[config.mk]
export PLATFORM = sky130hd
export DESIGN_NAME = ecpo_top
export DESIGN_NICKNAME = d
export VERILOG_FILES = /design/src/core/ecpo_pkg.sv /design/src/core/ecpo_top.sv
export SDC_FILE = /design/constraint.sdc
export NUM_CORES = 1
export LEC_CHECK = 0
export BUFFER_PORTS_ARGS = -buffer_cell sky130_fd_sc_hd__buf_2
export CAP_MARGIN = 20
export CORE_MARGIN = 2
export CORE_UTILIZATION = 57
export DETAILED_ROUTE_END_ITERATION = 6
export PLACE_DENSITY = 0.78
export SLEW_MARGIN = 20
export SYNTH_ARGS = -nofsm -noshare
export SYNTH_HDL_FRONTEND = slang
export SYNTH_SLANG_ARGS = --single-unit
[constraint.sdc]
create_clock -name sys_clk -period 4.68 [get_ports sys_clk]
set_clock_uncertainty 0.2 [all_clocks]
set_input_delay 0.234 -clock sys_clk [delete_from_list [all_inputs] [get_ports sys_clk]]
set_output_delay 0.234 -clock sys_clk [all_outputs]
set_load 0.005 [all_outputs]
[src/core/ecpo_pkg.sv]
// package: register map, field layout and shared types of the capture/pwm unit
package ecpo_pkg;

  // ----------------------------------------------------------------
  // register offsets (byte addresses)
  // ----------------------------------------------------------------
  localparam logic [7:0] ADDR_CONTROL = 8'h00;
  localparam logic [7:0] ADDR_DUTY_HIGH = 8'h04;
  localparam logic [7:0] ADDR_DEADBAND = 8'h08;
  localparam logic [7:0] ADDR_STEERING = 8'h0C;
  localparam logic [7:0] ADDR_COMPARE = 8'h10;
  localparam logic [7:0] ADDR_CAPTURE = 8'h14;
  localparam logic [7:0] ADDR_STATUS = 8'h18;

  // ----------------------------------------------------------------
  // field positions and reset values
  // ----------------------------------------------------------------
  localparam int ARR_LSB = 6;
  localparam int DUTY_LOW_LSB = 4;
  localparam int MODE_LSB = 0;
  localparam logic [7:0] CONTROL_RESET = 8'h00;
  localparam logic [7:0] DUTY_HIGH_RESET = 8'h00;
  localparam logic [6:0] DEADBAND_RESET = 7'h00;
  localparam logic [3:0] STEERING_RESET = 4'h1;
  localparam logic [15:0] COMPARE_RESET = 16'h0000;
  localparam int STATUS_FLAG_BIT = 0;
  localparam int STATUS_RUN_BIT = 1;

  // ----------------------------------------------------------------
  // timing: one instruction cycle is four oscillator periods
  // ----------------------------------------------------------------
  localparam int INSTR_CLOCKS = 4;

  // ----------------------------------------------------------------
  // mode and arrangement encodings
  // ----------------------------------------------------------------
  localparam logic [3:0] MODE_OFF = 4'h0;
  localparam logic [3:0] MODE_TOGGLE = 4'h2;
  localparam logic [3:0] MODE_CAP_FALL = 4'h4;
  localparam logic [3:0] MODE_CAP_RISE = 4'h5;
  localparam logic [3:0] MODE_CAP_RISE4 = 4'h6;
  localparam logic [3:0] MODE_CAP_RISE16 = 4'h7;
  localparam logic [3:0] MODE_CMP_SET = 4'h8;
  localparam logic [3:0] MODE_CMP_CLR = 4'h9;
  localparam logic [3:0] MODE_CMP_SOFT = 4'hA;
  localparam logic [3:0] MODE_CMP_TRIG = 4'hB;
  localparam logic [1:0] ARR_SINGLE = 2'h0;
  localparam logic [1:0] ARR_FWD = 2'h1;
  localparam logic [1:0] ARR_HALF = 2'h2;
  localparam logic [1:0] ARR_REV = 2'h3;

  // four bridge outputs travel together: a, b, c, d
  typedef struct packed {
    logic d;
    logic c;
    logic b;
    logic a;
  } ecpo_outs_t;

endpackage

[src/core/ecpo_top.sv]
// top: capture/compare/pwm unit with apb register slave
// ------------------------------------------------------------------
// ------------------------------------------------------------------
//
// The placing of the registers and register access over APB were chosen for this implementation.
`timescale 1ns/1ps

module ecpo_top
#(
  parameter int TIMER_W = 16,
  parameter int DB_W = 7
)
(
  input wire logic sys_clk,
  input wire logic rst,
  input wire logic psel,
  input wire logic penable,
  input wire logic pwrite,
  input wire logic [7:0] paddr,
  input wire logic [31:0] pwdata,
  output logic [31:0] prdata,
  output logic pready,
  output logic pslverr,
  input wire logic [TIMER_W-1:0] cc_timer_count,
  input wire logic [7:0] pwm_timebase_count,
  input wire logic [1:0] pwm_timebase_fine,
  input wire logic pwm_period_match,
  input wire logic capture_in,
  output logic special_event_trigger,
  output logic unit_event_pulse,
  output ecpo_pkg::ecpo_outs_t pin_out,
  output ecpo_pkg::ecpo_outs_t pin_owned
);

  // ----------------------------------------------------------------
  // state
  // ----------------------------------------------------------------
  typedef struct packed {
    logic [7:0] control;
    logic [7:0] duty_high;
    logic [DB_W-1:0] deadband_count;
    logic [3:0] steering;
    logic [TIMER_W-1:0] compare_value;
    logic [TIMER_W-1:0] capture_value;
    logic event_flag;
    logic cmp_pin;
    logic cap_prev;
    logic [3:0] cap_div;
    logic pwm_run;
    logic pwm_wave;
    logic [9:0] duty_latched;
    logic [DB_W+1:0] db_a;
    logic [DB_W+1:0] db_b;
    logic trig;
    logic evt;
    logic [31:0] rdata;
    ecpo_pkg::ecpo_outs_t outs;
  } ecpo_state_t;

  ecpo_state_t s;
  ecpo_state_t next_s;

  logic [3:0] mode;
  logic [1:0] arr;
  logic pwm_mode;
  logic wr_en;
  logic rd_en;
  logic addr_ok;
  logic cmp_match;
  logic cap_edge;
  logic [DB_W+1:0] db_limit;
  logic [9:0] phase;
  ecpo_pkg::ecpo_outs_t raw;
  ecpo_pkg::ecpo_outs_t pol;
  ecpo_pkg::ecpo_outs_t own;

  assign mode = s.control[ecpo_pkg::MODE_LSB +: 4];
  assign arr = s.control[ecpo_pkg::ARR_LSB +: 2];
  assign pwm_mode = mode[3] & mode[2];
  assign phase = {pwm_timebase_count, pwm_timebase_fine};
  assign db_limit = (DB_W + 2)'(s.deadband_count * ecpo_pkg::INSTR_CLOCKS);

  // ----------------------------------------------------------------
  // apb slave: zero wait states, unmapped address gives pslverr
  // ----------------------------------------------------------------
  assign pready = 1'b1;
  assign wr_en = psel & penable & pwrite;
  assign rd_en = psel & ~penable & ~pwrite;
  assign prdata = s.rdata;

  always_comb
  begin
    case (paddr)
      ecpo_pkg::ADDR_CONTROL,
      ecpo_pkg::ADDR_DUTY_HIGH,
      ecpo_pkg::ADDR_DEADBAND,
      ecpo_pkg::ADDR_STEERING,
      ecpo_pkg::ADDR_COMPARE,
      ecpo_pkg::ADDR_CAPTURE,
      ecpo_pkg::ADDR_STATUS: addr_ok = 1'b1;
      default: addr_ok = 1'b0;
    endcase
  end

  assign pslverr = psel & penable & ~addr_ok;

  // ----------------------------------------------------------------
  // capture/compare event detection
  // ----------------------------------------------------------------
  assign cmp_match = (cc_timer_count == s.compare_value);

  always_comb
  begin
    case (mode)
      ecpo_pkg::MODE_CAP_FALL: cap_edge = s.cap_prev & ~capture_in;
      ecpo_pkg::MODE_CAP_RISE,
      ecpo_pkg::MODE_CAP_RISE4,
      ecpo_pkg::MODE_CAP_RISE16: cap_edge = ~s.cap_prev & capture_in;
      default: cap_edge = 1'b0;
    endcase
  end

  // ----------------------------------------------------------------
  // next state
  // ----------------------------------------------------------------
  always_comb
  begin
    logic [31:0] rd;
    logic cap_take;
    logic [9:0] duty_new;
    rd = 32'h0000_0000;
    cap_take = 1'b0;
    duty_new = {s.duty_high, s.control[ecpo_pkg::DUTY_LOW_LSB +: 2]};
    next_s = s;
    next_s.trig = 1'b0;
    next_s.evt = 1'b0;
    next_s.cap_prev = capture_in;

    // register writes
    if (wr_en)
    begin
      case (paddr)
        ecpo_pkg::ADDR_CONTROL: next_s.control = pwdata[7:0];
        ecpo_pkg::ADDR_DUTY_HIGH: next_s.duty_high = pwdata[7:0];
        ecpo_pkg::ADDR_DEADBAND: next_s.deadband_count = pwdata[DB_W-1:0];
        ecpo_pkg::ADDR_STEERING: next_s.steering = pwdata[3:0];
        ecpo_pkg::ADDR_COMPARE:
          next_s.compare_value = pwdata[TIMER_W-1:0];
        ecpo_pkg::ADDR_STATUS:
          if (pwdata[ecpo_pkg::STATUS_FLAG_BIT])
            next_s.event_flag = 1'b0;
        default: next_s.event_flag = next_s.event_flag;
      endcase
    end

    // register reads, latched in setup phase
    if (rd_en)
    begin
      case (paddr)
        ecpo_pkg::ADDR_CONTROL: rd[7:0] = s.control;
        ecpo_pkg::ADDR_DUTY_HIGH: rd[7:0] = s.duty_high;
        ecpo_pkg::ADDR_DEADBAND: rd[DB_W-1:0] = s.deadband_count;
        ecpo_pkg::ADDR_STEERING: rd[3:0] = s.steering;
        ecpo_pkg::ADDR_COMPARE: rd[TIMER_W-1:0] = s.compare_value;
        ecpo_pkg::ADDR_CAPTURE: rd[TIMER_W-1:0] = s.capture_value;
        ecpo_pkg::ADDR_STATUS:
        begin
          rd[ecpo_pkg::STATUS_FLAG_BIT] = s.event_flag;
          rd[ecpo_pkg::STATUS_RUN_BIT] = s.pwm_run;
        end
        default: rd = 32'h0000_0000;
      endcase
      next_s.rdata = rd;
    end

    // capture and compare behaviour
    case (mode)
      ecpo_pkg::MODE_OFF:
      begin
        // off clears internal state; registers stay as written
        next_s.cmp_pin = 1'b0;
        next_s.cap_div = 4'h0;
        next_s.pwm_run = 1'b0;
        next_s.pwm_wave = 1'b0;
      end
      ecpo_pkg::MODE_TOGGLE:
        if (cmp_match)
          next_s.cmp_pin = ~s.cmp_pin;
      ecpo_pkg::MODE_CAP_FALL,
      ecpo_pkg::MODE_CAP_RISE:
        cap_take = cap_edge;
      ecpo_pkg::MODE_CAP_RISE4:
        if (cap_edge)
        begin
          next_s.cap_div = s.cap_div + 4'h1;
          cap_take = (s.cap_div[1:0] == 2'h3);
        end
      ecpo_pkg::MODE_CAP_RISE16:
        if (cap_edge)
        begin
          next_s.cap_div = s.cap_div + 4'h1;
          cap_take = (s.cap_div == 4'hF);
        end
      ecpo_pkg::MODE_CMP_SET:
        if (cmp_match)
        begin
          next_s.cmp_pin = 1'b1;
          next_s.evt = 1'b1;
        end
      ecpo_pkg::MODE_CMP_CLR:
        if (cmp_match)
        begin
          next_s.cmp_pin = 1'b0;
          next_s.evt = 1'b1;
        end
      ecpo_pkg::MODE_CMP_SOFT:
        if (cmp_match)
          next_s.evt = 1'b1;
      ecpo_pkg::MODE_CMP_TRIG:
        if (cmp_match)
        begin
          next_s.trig = 1'b1;
          next_s.evt = 1'b1;
        end
      default: next_s.cap_div = s.cap_div; // reserved and pwm codes: no capture/compare function
    endcase

    // compare pin start level when a compare mode is written
    if (wr_en && paddr == ecpo_pkg::ADDR_CONTROL)
    begin
      if (pwdata[3:0] == ecpo_pkg::MODE_CMP_SET)
        next_s.cmp_pin = 1'b0;
      else if (pwdata[3:0] == ecpo_pkg::MODE_CMP_CLR)
        next_s.cmp_pin = 1'b1;
      next_s.cap_div = 4'h0;
    end

    if (cap_take)
    begin
      next_s.capture_value = cc_timer_count;
      next_s.evt = 1'b1;
    end
    // set wins over a clear in the same cycle
    if (next_s.evt)
      next_s.event_flag = 1'b1;

    // pwm timebase: waveform restarts at each period boundary
    if (!pwm_mode)
    begin
      next_s.pwm_run = 1'b0;
      next_s.pwm_wave = 1'b0;
      next_s.db_a = '0;
      next_s.db_b = '0;
    end
    else if (pwm_period_match)
    begin
      next_s.pwm_run = 1'b1;
      next_s.duty_latched = duty_new;
      next_s.pwm_wave = (duty_new != 10'h000);
      next_s.db_a = '0;
      next_s.db_b = '0;
    end
    else if (s.pwm_run)
    begin
      if (phase >= s.duty_latched)
        next_s.pwm_wave = 1'b0;
      // dead-band counters: time spent with each side asked active
      if (s.pwm_wave)
        next_s.db_a = (s.db_a == db_limit) ? s.db_a : s.db_a + 1'b1;
      else
        next_s.db_a = '0;
      if (!s.pwm_wave)
        next_s.db_b = (s.db_b == db_limit) ? s.db_b : s.db_b + 1'b1;
      else
        next_s.db_b = '0;
    end

    // output arrangement before polarity
    raw = '0;
    if (!pwm_mode)
      raw.a = s.cmp_pin;
    else if (s.pwm_run)
    begin
      case (arr)
        ecpo_pkg::ARR_SINGLE:
          raw = s.pwm_wave ? ecpo_pkg::ecpo_outs_t'(s.steering) : '0;
        ecpo_pkg::ARR_FWD:
        begin
          raw.a = 1'b1;
          raw.d = s.pwm_wave;
        end
        ecpo_pkg::ARR_HALF:
        begin
          // active only after the dead-band has elapsed; a band longer
          // than the active time never completes, so the side stays off
          raw.a = s.pwm_wave & (s.db_a >= db_limit);
          raw.b = ~s.pwm_wave & (s.db_b >= db_limit);
        end
        ecpo_pkg::ARR_REV:
        begin
          raw.c = 1'b1;
          raw.b = s.pwm_wave;
        end
        default: raw = '0;
      endcase
    end

    // polarity per pair
    pol.a = raw.a ^ (pwm_mode & mode[1]);
    pol.c = raw.c ^ (pwm_mode & mode[1]);
    pol.b = raw.b ^ (pwm_mode & mode[0]);
    pol.d = raw.d ^ (pwm_mode & mode[0]);
    next_s.outs = pol;
  end

  // ----------------------------------------------------------------
  // pin ownership
  // ----------------------------------------------------------------
  always_comb
  begin
    own = '0;
    case (mode)
      ecpo_pkg::MODE_TOGGLE,
      ecpo_pkg::MODE_CMP_SET,
      ecpo_pkg::MODE_CMP_CLR,
      ecpo_pkg::MODE_CMP_TRIG: own.a = 1'b1;
      ecpo_pkg::MODE_CAP_FALL,
      ecpo_pkg::MODE_CAP_RISE,
      ecpo_pkg::MODE_CAP_RISE4,
      ecpo_pkg::MODE_CAP_RISE16: own = '0; // a is an input in capture
      ecpo_pkg::MODE_OFF,
      ecpo_pkg::MODE_CMP_SOFT: own = '0;
      default:
        if (pwm_mode)
        begin
          case (arr)
            ecpo_pkg::ARR_SINGLE:
              own = ecpo_pkg::ecpo_outs_t'(s.steering);
            ecpo_pkg::ARR_HALF:
            begin
              own.a = 1'b1;
              own.b = 1'b1;
            end
            default: own = 4'hF;
          endcase
        end
    endcase
  end

  assign pin_owned = own;
  assign pin_out = s.outs;
  assign special_event_trigger = s.trig;
  assign unit_event_pulse = s.evt;

  // ----------------------------------------------------------------
  // registers
  // ----------------------------------------------------------------
  always_ff @(posedge sys_clk or posedge rst)
  begin
    if (rst)
    begin
      s <= '0;
      s.control <= ecpo_pkg::CONTROL_RESET;
      s.duty_high <= ecpo_pkg::DUTY_HIGH_RESET;
      s.deadband_count <= ecpo_pkg::DEADBAND_RESET;
      s.steering <= ecpo_pkg::STEERING_RESET;
      s.compare_value <= ecpo_pkg::COMPARE_RESET;
    end
    else
      s <= next_s;
  end

endmodule // ecpo_top

==> results of run 1 <==
==> routing by layer <==
metal  up-vias  GRT usage, %
met1      2664         33.77
met5         -             0
met3        39         5.898
li1       2418             -
met2       196         48.98
met4         0         11.46
==> logic make-up after synthesis <==
family / share of synthesized area, %
AND/OR/NAND/NOR: 13.73
flip-flops: 43.05
AO/OA/AOI/OAI: 9.774
buffers and inverters: 7.768
multiplexers: 15.04
adder cells (fa/ha/maj): 6.565
XOR/XNOR: 3.957
other: 0.1094
==> cell usage after synthesis (all sizes together) (3+ instances only) <==
library cell,count
nand3,18
nand2b,6
inv,38
nor4,10
nand2,40
xnor2,11
a221oi,9
mux2,69
mux2i,6
buf,54
clkbuf,5
nor2,58
a31oi,6
nor3,11
a211oi,7
o31a,5
ha,36
or3,6
o32ai,3
dfrtp,117
a21oi,22
nor2b,8
nand4,6
xor2,20
mux4,7
o21ai,28
and3,5
==> registers in the layout, indices dropped and copies added, names as in the netlist <==
signal / count
prdata: 16
s: 90
pin_out: 4
arr: 2
unit_event_pulse: 1
mode: 4
special_event_trigger: 1
==> worst max-delay path, delay by kind of cell (launching register included) <==
family | cells | cell delay [ns]
simple gates | 3 | 1.43
flops | 1 | 0.75
compound gates | 2 | 0.45
==> power by group through the flow <==
stage / Combinational [mW] / Clock, mW / Sequential (mW)
final: 0.236 / 1.30 / 1.07
after global routing: 0.262 / 1.37 / 1.07
after CTS: 0.233 / 1.32 / 1.07
after detailed placement: 0.208 / 0 / 1.09
after global placement: 0.199 / 0 / 1.08
after floorplan: 0.162 / 0 / 1.08
==> how the worst max path moves through the flow <==
stage	from	end	slack, ns	cells after the start
6_report	mode[2]	s[49]	1.78	5
5_1_grt	mode[2]	s[49]	1.62	5
4_1_cts	mode[2]	s[49]	1.85	5
3_5_place_dp	mode[2]	s[49]	1.88	5
3_3_place_gp	mode[2]	s[49]	2.00	5
2_1_floorplan	rst	arr[0]	1.12	1
==> area by class of cell <==
| cell class | count | area, sq um | share of cell area (%) |
|---|---|---|---|
| Multi-Input combinational cell | 444 | 3431 | 42.41 |
| Sequential cell | 118 | 2954 | 36.51 |
| Timing Repair Buffer | 120 | 780.7 | 9.650 |
| Clock buffer | 21 | 470.5 | 5.815 |
| Tap cell | 147 | 183.9 | 2.273 |
| Inverter | 38 | 147.6 | 1.825 |
| Clock inverter | 10 | 122.6 | 1.516 |
==> summary.txt, run 1 <==
Outcome
  – Outcome: complete, no violations

CTS
  – CTS Buf Count: 17
  – Clk buf depth: 2
  – Root Buffer: clkbuf_16
  – Hold-fix buffers, CTS: 35
  – # Post-CTS Setup Buffers: 0
  – H-Tree Depth: 4
  – TritonCTS clock tree: built
  – Post-CTS Resized: 0
  – Worst-path clk slew: 0.06 ns
  – Worst skew pair latency: about 0.42 ns
  – CTS Sinks: about 120

Yosys
  – Yosys cell types: 63
  – Top-area cell type share of the netlist area: a little over two fifths
  – Post-Syn Area per Cell: about 11 sq um
  – Yosys Warn Count: 0
  – Top post-synthesis cells by area: dfrtp_1 (43%), mux2_2 (9.5%), ha_1 (6.6%)
  – EDFF count, synth: 0
  – Post-synthesis sequential area ratio: a little over two fifths
  – Syn Inst Count: 644
  – Ys async rst share: 100.0%
  – #FFs+latches synth: roughly 120
  – Mapped cell area: 0.006862 sq mm
  – Primary FF master, synth: dfrtp_1
  – Yosys top cell by area: dfrtp_1

Power and ir drop
  – Net switching power: between 0.6 and 0.7 mW
  – Pwr per Cell Area: 322.5 mW/mm^2
  – Cell-internal power: between 1.5 and 2 mW
  – Net Sw Frac: between 20% and 30%
  – Seq pwr share: between 40 and 50%
  – Combinational share of power: under 10%
  – Final Total Pwr: between 2 and 3 mW
  – Leak: roughly 3.8 nW
  – Clk pwr share: between 50% and 60%
  – Worst vdd ir: 0.2285 mV

Timing
  – Final Critical Period: between 2 and 3 ns
  – Fin. max-slew vios: 0
  – Tightest Pin Transition: 1.063 ns
  – Total negative setup slack: 0 ns
  – Final Cycle Share: between 60% and 70%
  – Hold violation total from the final report: 0
  – RSZ-0062 raised after global routing: false
  – Hold_ws: around 0.06 ns
  – Endpoints failing setup: 0
  – Fmax: 0.3445 GHz
  – Setup WS post-layout: about 1.8 ns
  – Slew HR: between 20% and 30%

Worst setup path
  – Worst EP required: 4.84 ns
  – Crit path DAT: between 3 and 4 ns
  – Worst reg2reg path depth: 5
  – RR Endpoint: s[49]
  – Flop2flop setup slack: approximately 1.8 ns
  – Critical setup path kind: reg2reg
  – Critical Path Max Stage Delay: ~0.75 ns
  – Worst-path maximum fanout: 16
  – Startpoint Class: flop
  – Worst r2r src: mode[2]
  – Crit path cell chain: nand2_2 > nor2_1 > nand2_1 > a211oi_1 > a31o_2
  – Worst setup EP type: flop
  – Slowest CP cell: dfrtp_1

Floorplan
  – Initial core utilization: between 50% and 60%
  – Die Height: 113.7 microns
  – Rows: 40
  – Die area: approximately 0.013 sq mm
  – Top-Level Pins: roughly 120
  – Core area: 0.01186 sq mm
  – Die width: approximately 110 microns

Final layout
  – Post-route cell area: around 0.0081 sq mm
  – Share of layout cells above drive strength 1: between 20 and 30%
  – Most common cell after layout, fill and taps aside: dfrtp_1
  – Final core utilization: around two thirds
  – N_diodes: 0
  – Most frequent cells in the layout: dfrtp_1 (117), buf_2 (83), mux2_2 (58), nor2_1 (56), nand2_1 (38)
  – Fin nets: 848
  – Syn-to-layout area delta: 17.91%
  – Finished Layout Cells: around 900
  – Fillers: 845

Drt
  – DRC Markers: 0
  – Final wirelength: between 15000 and 20000 microns
  – Post-route ant nets: 0
  – Max layer used: met4
  – Vias per cell: roughly 5.9
  – WL/cell: 19.27 microns
  – Wire length on met1: approximately 7000 microns
  – Routed via count: approximately 5300
  – DR pass1 iterations: 5
  – Routed wl met3: around 830 microns
  – DR WL met2: approximately 9000 microns
  – Initial DRC Count: between 400 and 500

Global routing
  – GR Overflow Total: 0
  – Global Route Usage Sum: around 28%
  – Initial antenna violation count: 0
  – Largest net degree at the start of global routing: 83
  – First-pass GRT wire length: between 20000 and 30000 microns
  – Vias in the first global route: 5473

Place
  – Placed cells: ~830
  – Pre-CTS setup slack: ~1.9 ns
  – PortBufs: 83
  – Detailed placement HPWL: around 12000 microns
  – RePlAce Congestion: between 0.9 and 1
  – Post-DP Area: between 0.007 and 0.008 sq mm

Min path
  – Hold Path Class: in2reg
  – Hold Crit Start: paddr[0]
  – WHS Path Cells: 4
  – Hold EP: prdata[0]

Run
  – MaxCap Viol Count: 0
Note: power is estimated with default switching activity, not from simulation.
==> inputs of run 2 (changes only) <==
--- a/config.mk
+++ b/config.mk
@@ -5,12 +5,13 @@
 export SDC_FILE = /design/constraint.sdc
 export NUM_CORES = 1
 export LEC_CHECK = 0
+export ABC_AREA = 1
 export BUFFER_PORTS_ARGS = -buffer_cell sky130_fd_sc_hd__buf_2
 export CAP_MARGIN = 20
 export CORE_MARGIN = 2
-export CORE_UTILIZATION = 57
+export CORE_UTILIZATION = 52
 export DETAILED_ROUTE_END_ITERATION = 6
-export PLACE_DENSITY = 0.78
+export PLACE_DENSITY = 0.75
 export SLEW_MARGIN = 20
 export SYNTH_ARGS = -nofsm -noshare
 export SYNTH_HDL_FRONTEND = slang
==> constraint.sdc (replaced) <==
create_clock -name sys_clk -period 2.6 [get_ports sys_clk]
set_clock_uncertainty 0.2 [all_clocks]
set_input_delay 0.13 -clock sys_clk [delete_from_list [all_inputs] [get_ports sys_clk]]
set_output_delay 0.13 -clock sys_clk [all_outputs]
set_load 0.005 [all_outputs]
==> run 2 against run 1 <==
  * Sequential cell count stayed put
  * Count of clock-buffer cells in the layout is 1 lower
  * Sequential share of layout area is 0.98 points lower
  * Non-clock buffer count is 6 higher
  * Critical path depth stayed put
  * Highest routed layer unchanged
  * Largest power group unchanged
  * Die area is 11% higher
  * Clock power is 87% higher
==> summary.txt, run 2 <==
Global routing
  – Global Route Usage Sum: 25.06% (-2.9 points)
  – Initial antenna violation count: 0 (unchanged)
  – GR Overflow Total: 0 (unchanged)
  – Vias in the first global route: 5831 (+6.5%)
  – Largest net degree at the start of global routing: 119 (+43%)
  – First-pass GRT wire length: 28080 microns (+0.92%)

Final layout
  – Most flop-heavy register: s
  – Share of layout cells above drive strength 1: 16.87% (-11 points)
  – Most common cell after layout, fill and taps aside: nand2_1
  – Most frequent cells in the layout: nand2_1 (185), dfrtp_1 (117), inv_1 (113), buf_2 (83), nor2_1 (74)
  – Syn-to-layout area delta: 19.17%
  – Max reg flops: 90 (unchanged)
  – Fin nets: 1081 (+27%)
  – Fillers: 1109 (+31%)
  – N_diodes: 0 (unchanged)
  – Final core utilization: 63.02% (-5.2 points)

Timing
  – Fmax: 0.4260 GHz
  – Final Critical Period: between 2 and 2.5 ns
  – Tightest Pin Transition: 0.6223 ns (-0.4403 ns)
  – Endpoints failing setup: 0 (unchanged)
  – RSZ-0062 raised after global routing: false
  – Hold violation total from the final report: 0 (unchanged)
  – Total negative setup slack: 0 ns (unchanged)
  – Final Cycle Share: approximately nine tenths
  – Slew HR: 58.51% (+30 points)
  – Fin. max-slew vios: 0 (unchanged)

Worst setup path
  – Worst EP required: 2.27 ns (-2.57 ns)
  – Worst-path maximum fanout: 11 (-5)
  – RR Endpoint: s[42]
  – Worst setup EP type: primary output
  – Critical Path Sink: pin_owned[0]
  – Worst reg2reg path depth: 9 (+4)
  – Critical setup path kind: reg2out
  – Crit path DAT: 2.02 ns (-1.04 ns)
  – Flop2flop setup slack: 0.58 ns (-1.20 ns)
  – Startpoint Class: flop
  – Setup crit start: mode[3]
  – Worst r2r src: s[117]

CTS
  – Worst-path clk slew: 0.06 ns (about the same)
  – CTS Buf Count: 17 (unchanged)
  – Worst skew pair latency: 0.43 ns (about the same)
  – Clk buf depth: 2 (unchanged)
  – TritonCTS clock tree: built
  – CTS Sinks: 118 (unchanged)
  – Root Buffer: clkbuf_16
  – H-Tree Depth: 4 (unchanged)
  – # Post-CTS Setup Buffers: 0 (unchanged)

Yosys
  – Mapped cell area: 0.006975 sq mm (+1.7%)
  – Syn Inst Count: 868 (+35%)
  – EDFF count, synth: 0 (unchanged)
  – Top-area cell type share of the netlist area: 41.97% (-0.70 points)
  – Yosys top cell by area: dfrtp_1
  – #FFs+latches synth: 118 (unchanged)
  – Ys async rst share: 100.0% (unchanged)
  – Top post-synthesis cells by area: dfrtp_1 (42%), nand2_1 (10%), ha_1 (6.5%)
  – Yosys cell types: 42 (-33%)
  – Primary FF master, synth: dfrtp_1
  – Post-synthesis sequential area ratio: 42.35% (-0.70 points)
  – Synth top cells by count: nand2_1 (185), dfrtp_1 (117), inv_1 (114)
  – Most common cell in the netlist: nand2_1
  – Yosys Warn Count: 0 (unchanged)
  – Post-Syn Area per Cell: 8.036 sq um (-25%)

Drt
  – DRC Markers: 0 (unchanged)
  – Post-route ant nets: 0 (unchanged)
  – Final wirelength: 16950 microns (-2.1%)
  – Vias per cell: 5.197 (-12%)
  – WL/cell: 14.61 microns (-24%)
  – Routed via count: 6029 (+13%)
  – Initial DRC Count: 479 (+7.9%)
  – DR pass1 iterations: 5 (unchanged)

Floorplan
  – Die Height: 119.8 microns (+5.4%)
  – Core area: 0.01319 sq mm (+11%)
  – Rows: 42 (+5.0%)
  – Top-Level Pins: 117 (unchanged)
  – Initial core utilization: 52.88% (-5.0 points)
  – Die area: 0.01436 sq mm (+11%)
  – Die width: 119.8 microns (+5.4%)

Power and ir drop
  – Pwr per Cell Area: 600.9 mW/mm^2 (+86%)
  – Worst vdd ir: 0.4940 mV (+120%)
  – Leak: 4.141 nW (+8.2%)
  – Final Total Pwr: 4.995 mW (+91%)

Min path
  – Hold Path Class: in2reg
  – Hold Crit Start: paddr[4]

Place
  – RePlAce Congestion: 0.8731 (-3.4%)
  – PortBufs: 83 (unchanged)
  – Detailed placement HPWL: 11810 microns (+1.3%)

Run
  – MaxCap Viol Count: 0 (unchanged)

Outcome
  – Outcome: complete, no violations
-- run 2: cell count changes after synthesis, moves of 23 or more --
cell,delta
o21ai_0,+30
nand3_1,+23
inv_1,+76
nand2_1,+147
mux2_2,-52
-- run 2: how the worst min path moves through the flow --
stage,cells past startpoint,to
floorplan,0,s[72]
global placement,1,s[72]
detailed placement,1,s[72]
CTS,6,prdata[14]
global route,5,prdata[0]
finish,5,prdata[14]
-- run 2: power by group --
group	leakage, nW	internal, mW	switching (mW)
clock	0.286	1.57	0.860
sequential	1.48	1.91	0.0640
combinational	2.38	0.234	0.353
total	4.14	3.72	1.28
-- run 2: critical path: stages (launching register included) --
cell and delay, ns:
dfrtp_1 0.42, nand2_2 0.28, clkinv_1 0.35, o21ai_0 0.21
o211ai_1 0.17, buf_2 0.16
-- run 2: routing by layer --
layer  share of wire [%]  up-vias  track usage (%)
li1                    -     2961                -
met2                  48      192            41.11
met5                   0        -                0
met4                 2.2        0            9.485
met3                 5.4       30            5.466
met1                  44     2846            32.63
-- run 2: metrics by stage --
step	cell area, sq um	hold WS, ns	setup WS, ns	instances
after floorplan	7036	-0.03857	0.7928	883
after global placement	7326	0.07879	0.6431	1092
after detailed placement	7326	0.06876	0.5875	1092
after CTS	8313	0.003743	0.2399	1160
after global routing	8313	0.03524	0.1287	1160
final	8313	0.01250	0.2524	1160
-- run 2: repair_timing --
| action | CTS | global route |
|---|---|---|
| resized for setup | 0 | 0 |
| hold buffers | 37 | 0 |
| endpoints found under the setup margin | 0 | 0 |
| endpoints found under the hold margin | 184 | 0 |
-- run 2: logic make-up after synthesis --
| family | after synthesis | synth area share, % |
|---|---|---|
| simple gates | 358 | 22.85 |
| buf+inv | 176 | 12.23 |
| compound gates | 148 | 12.02 |
| flops | 118 | 42.35 |
| fa+ha+maj | 36 | 6.457 |
| xor+xnor | 24 | 3.013 |
| mux | 6 | 0.9685 |
| other cells | 2 | 0.1077 |
-- run 2: area by class of cell --
type                       count  area [sq um]  area share (%)
timing repair buffer         126         843.3           10.14
multi-input combinational    589          3224           38.79
sequential                   118          2954           35.54
tap                          176         220.2           2.649
inverter                     120         454.2           5.464
clock inverter                11         150.1           1.806
clock buffer                  20         466.7           5.614
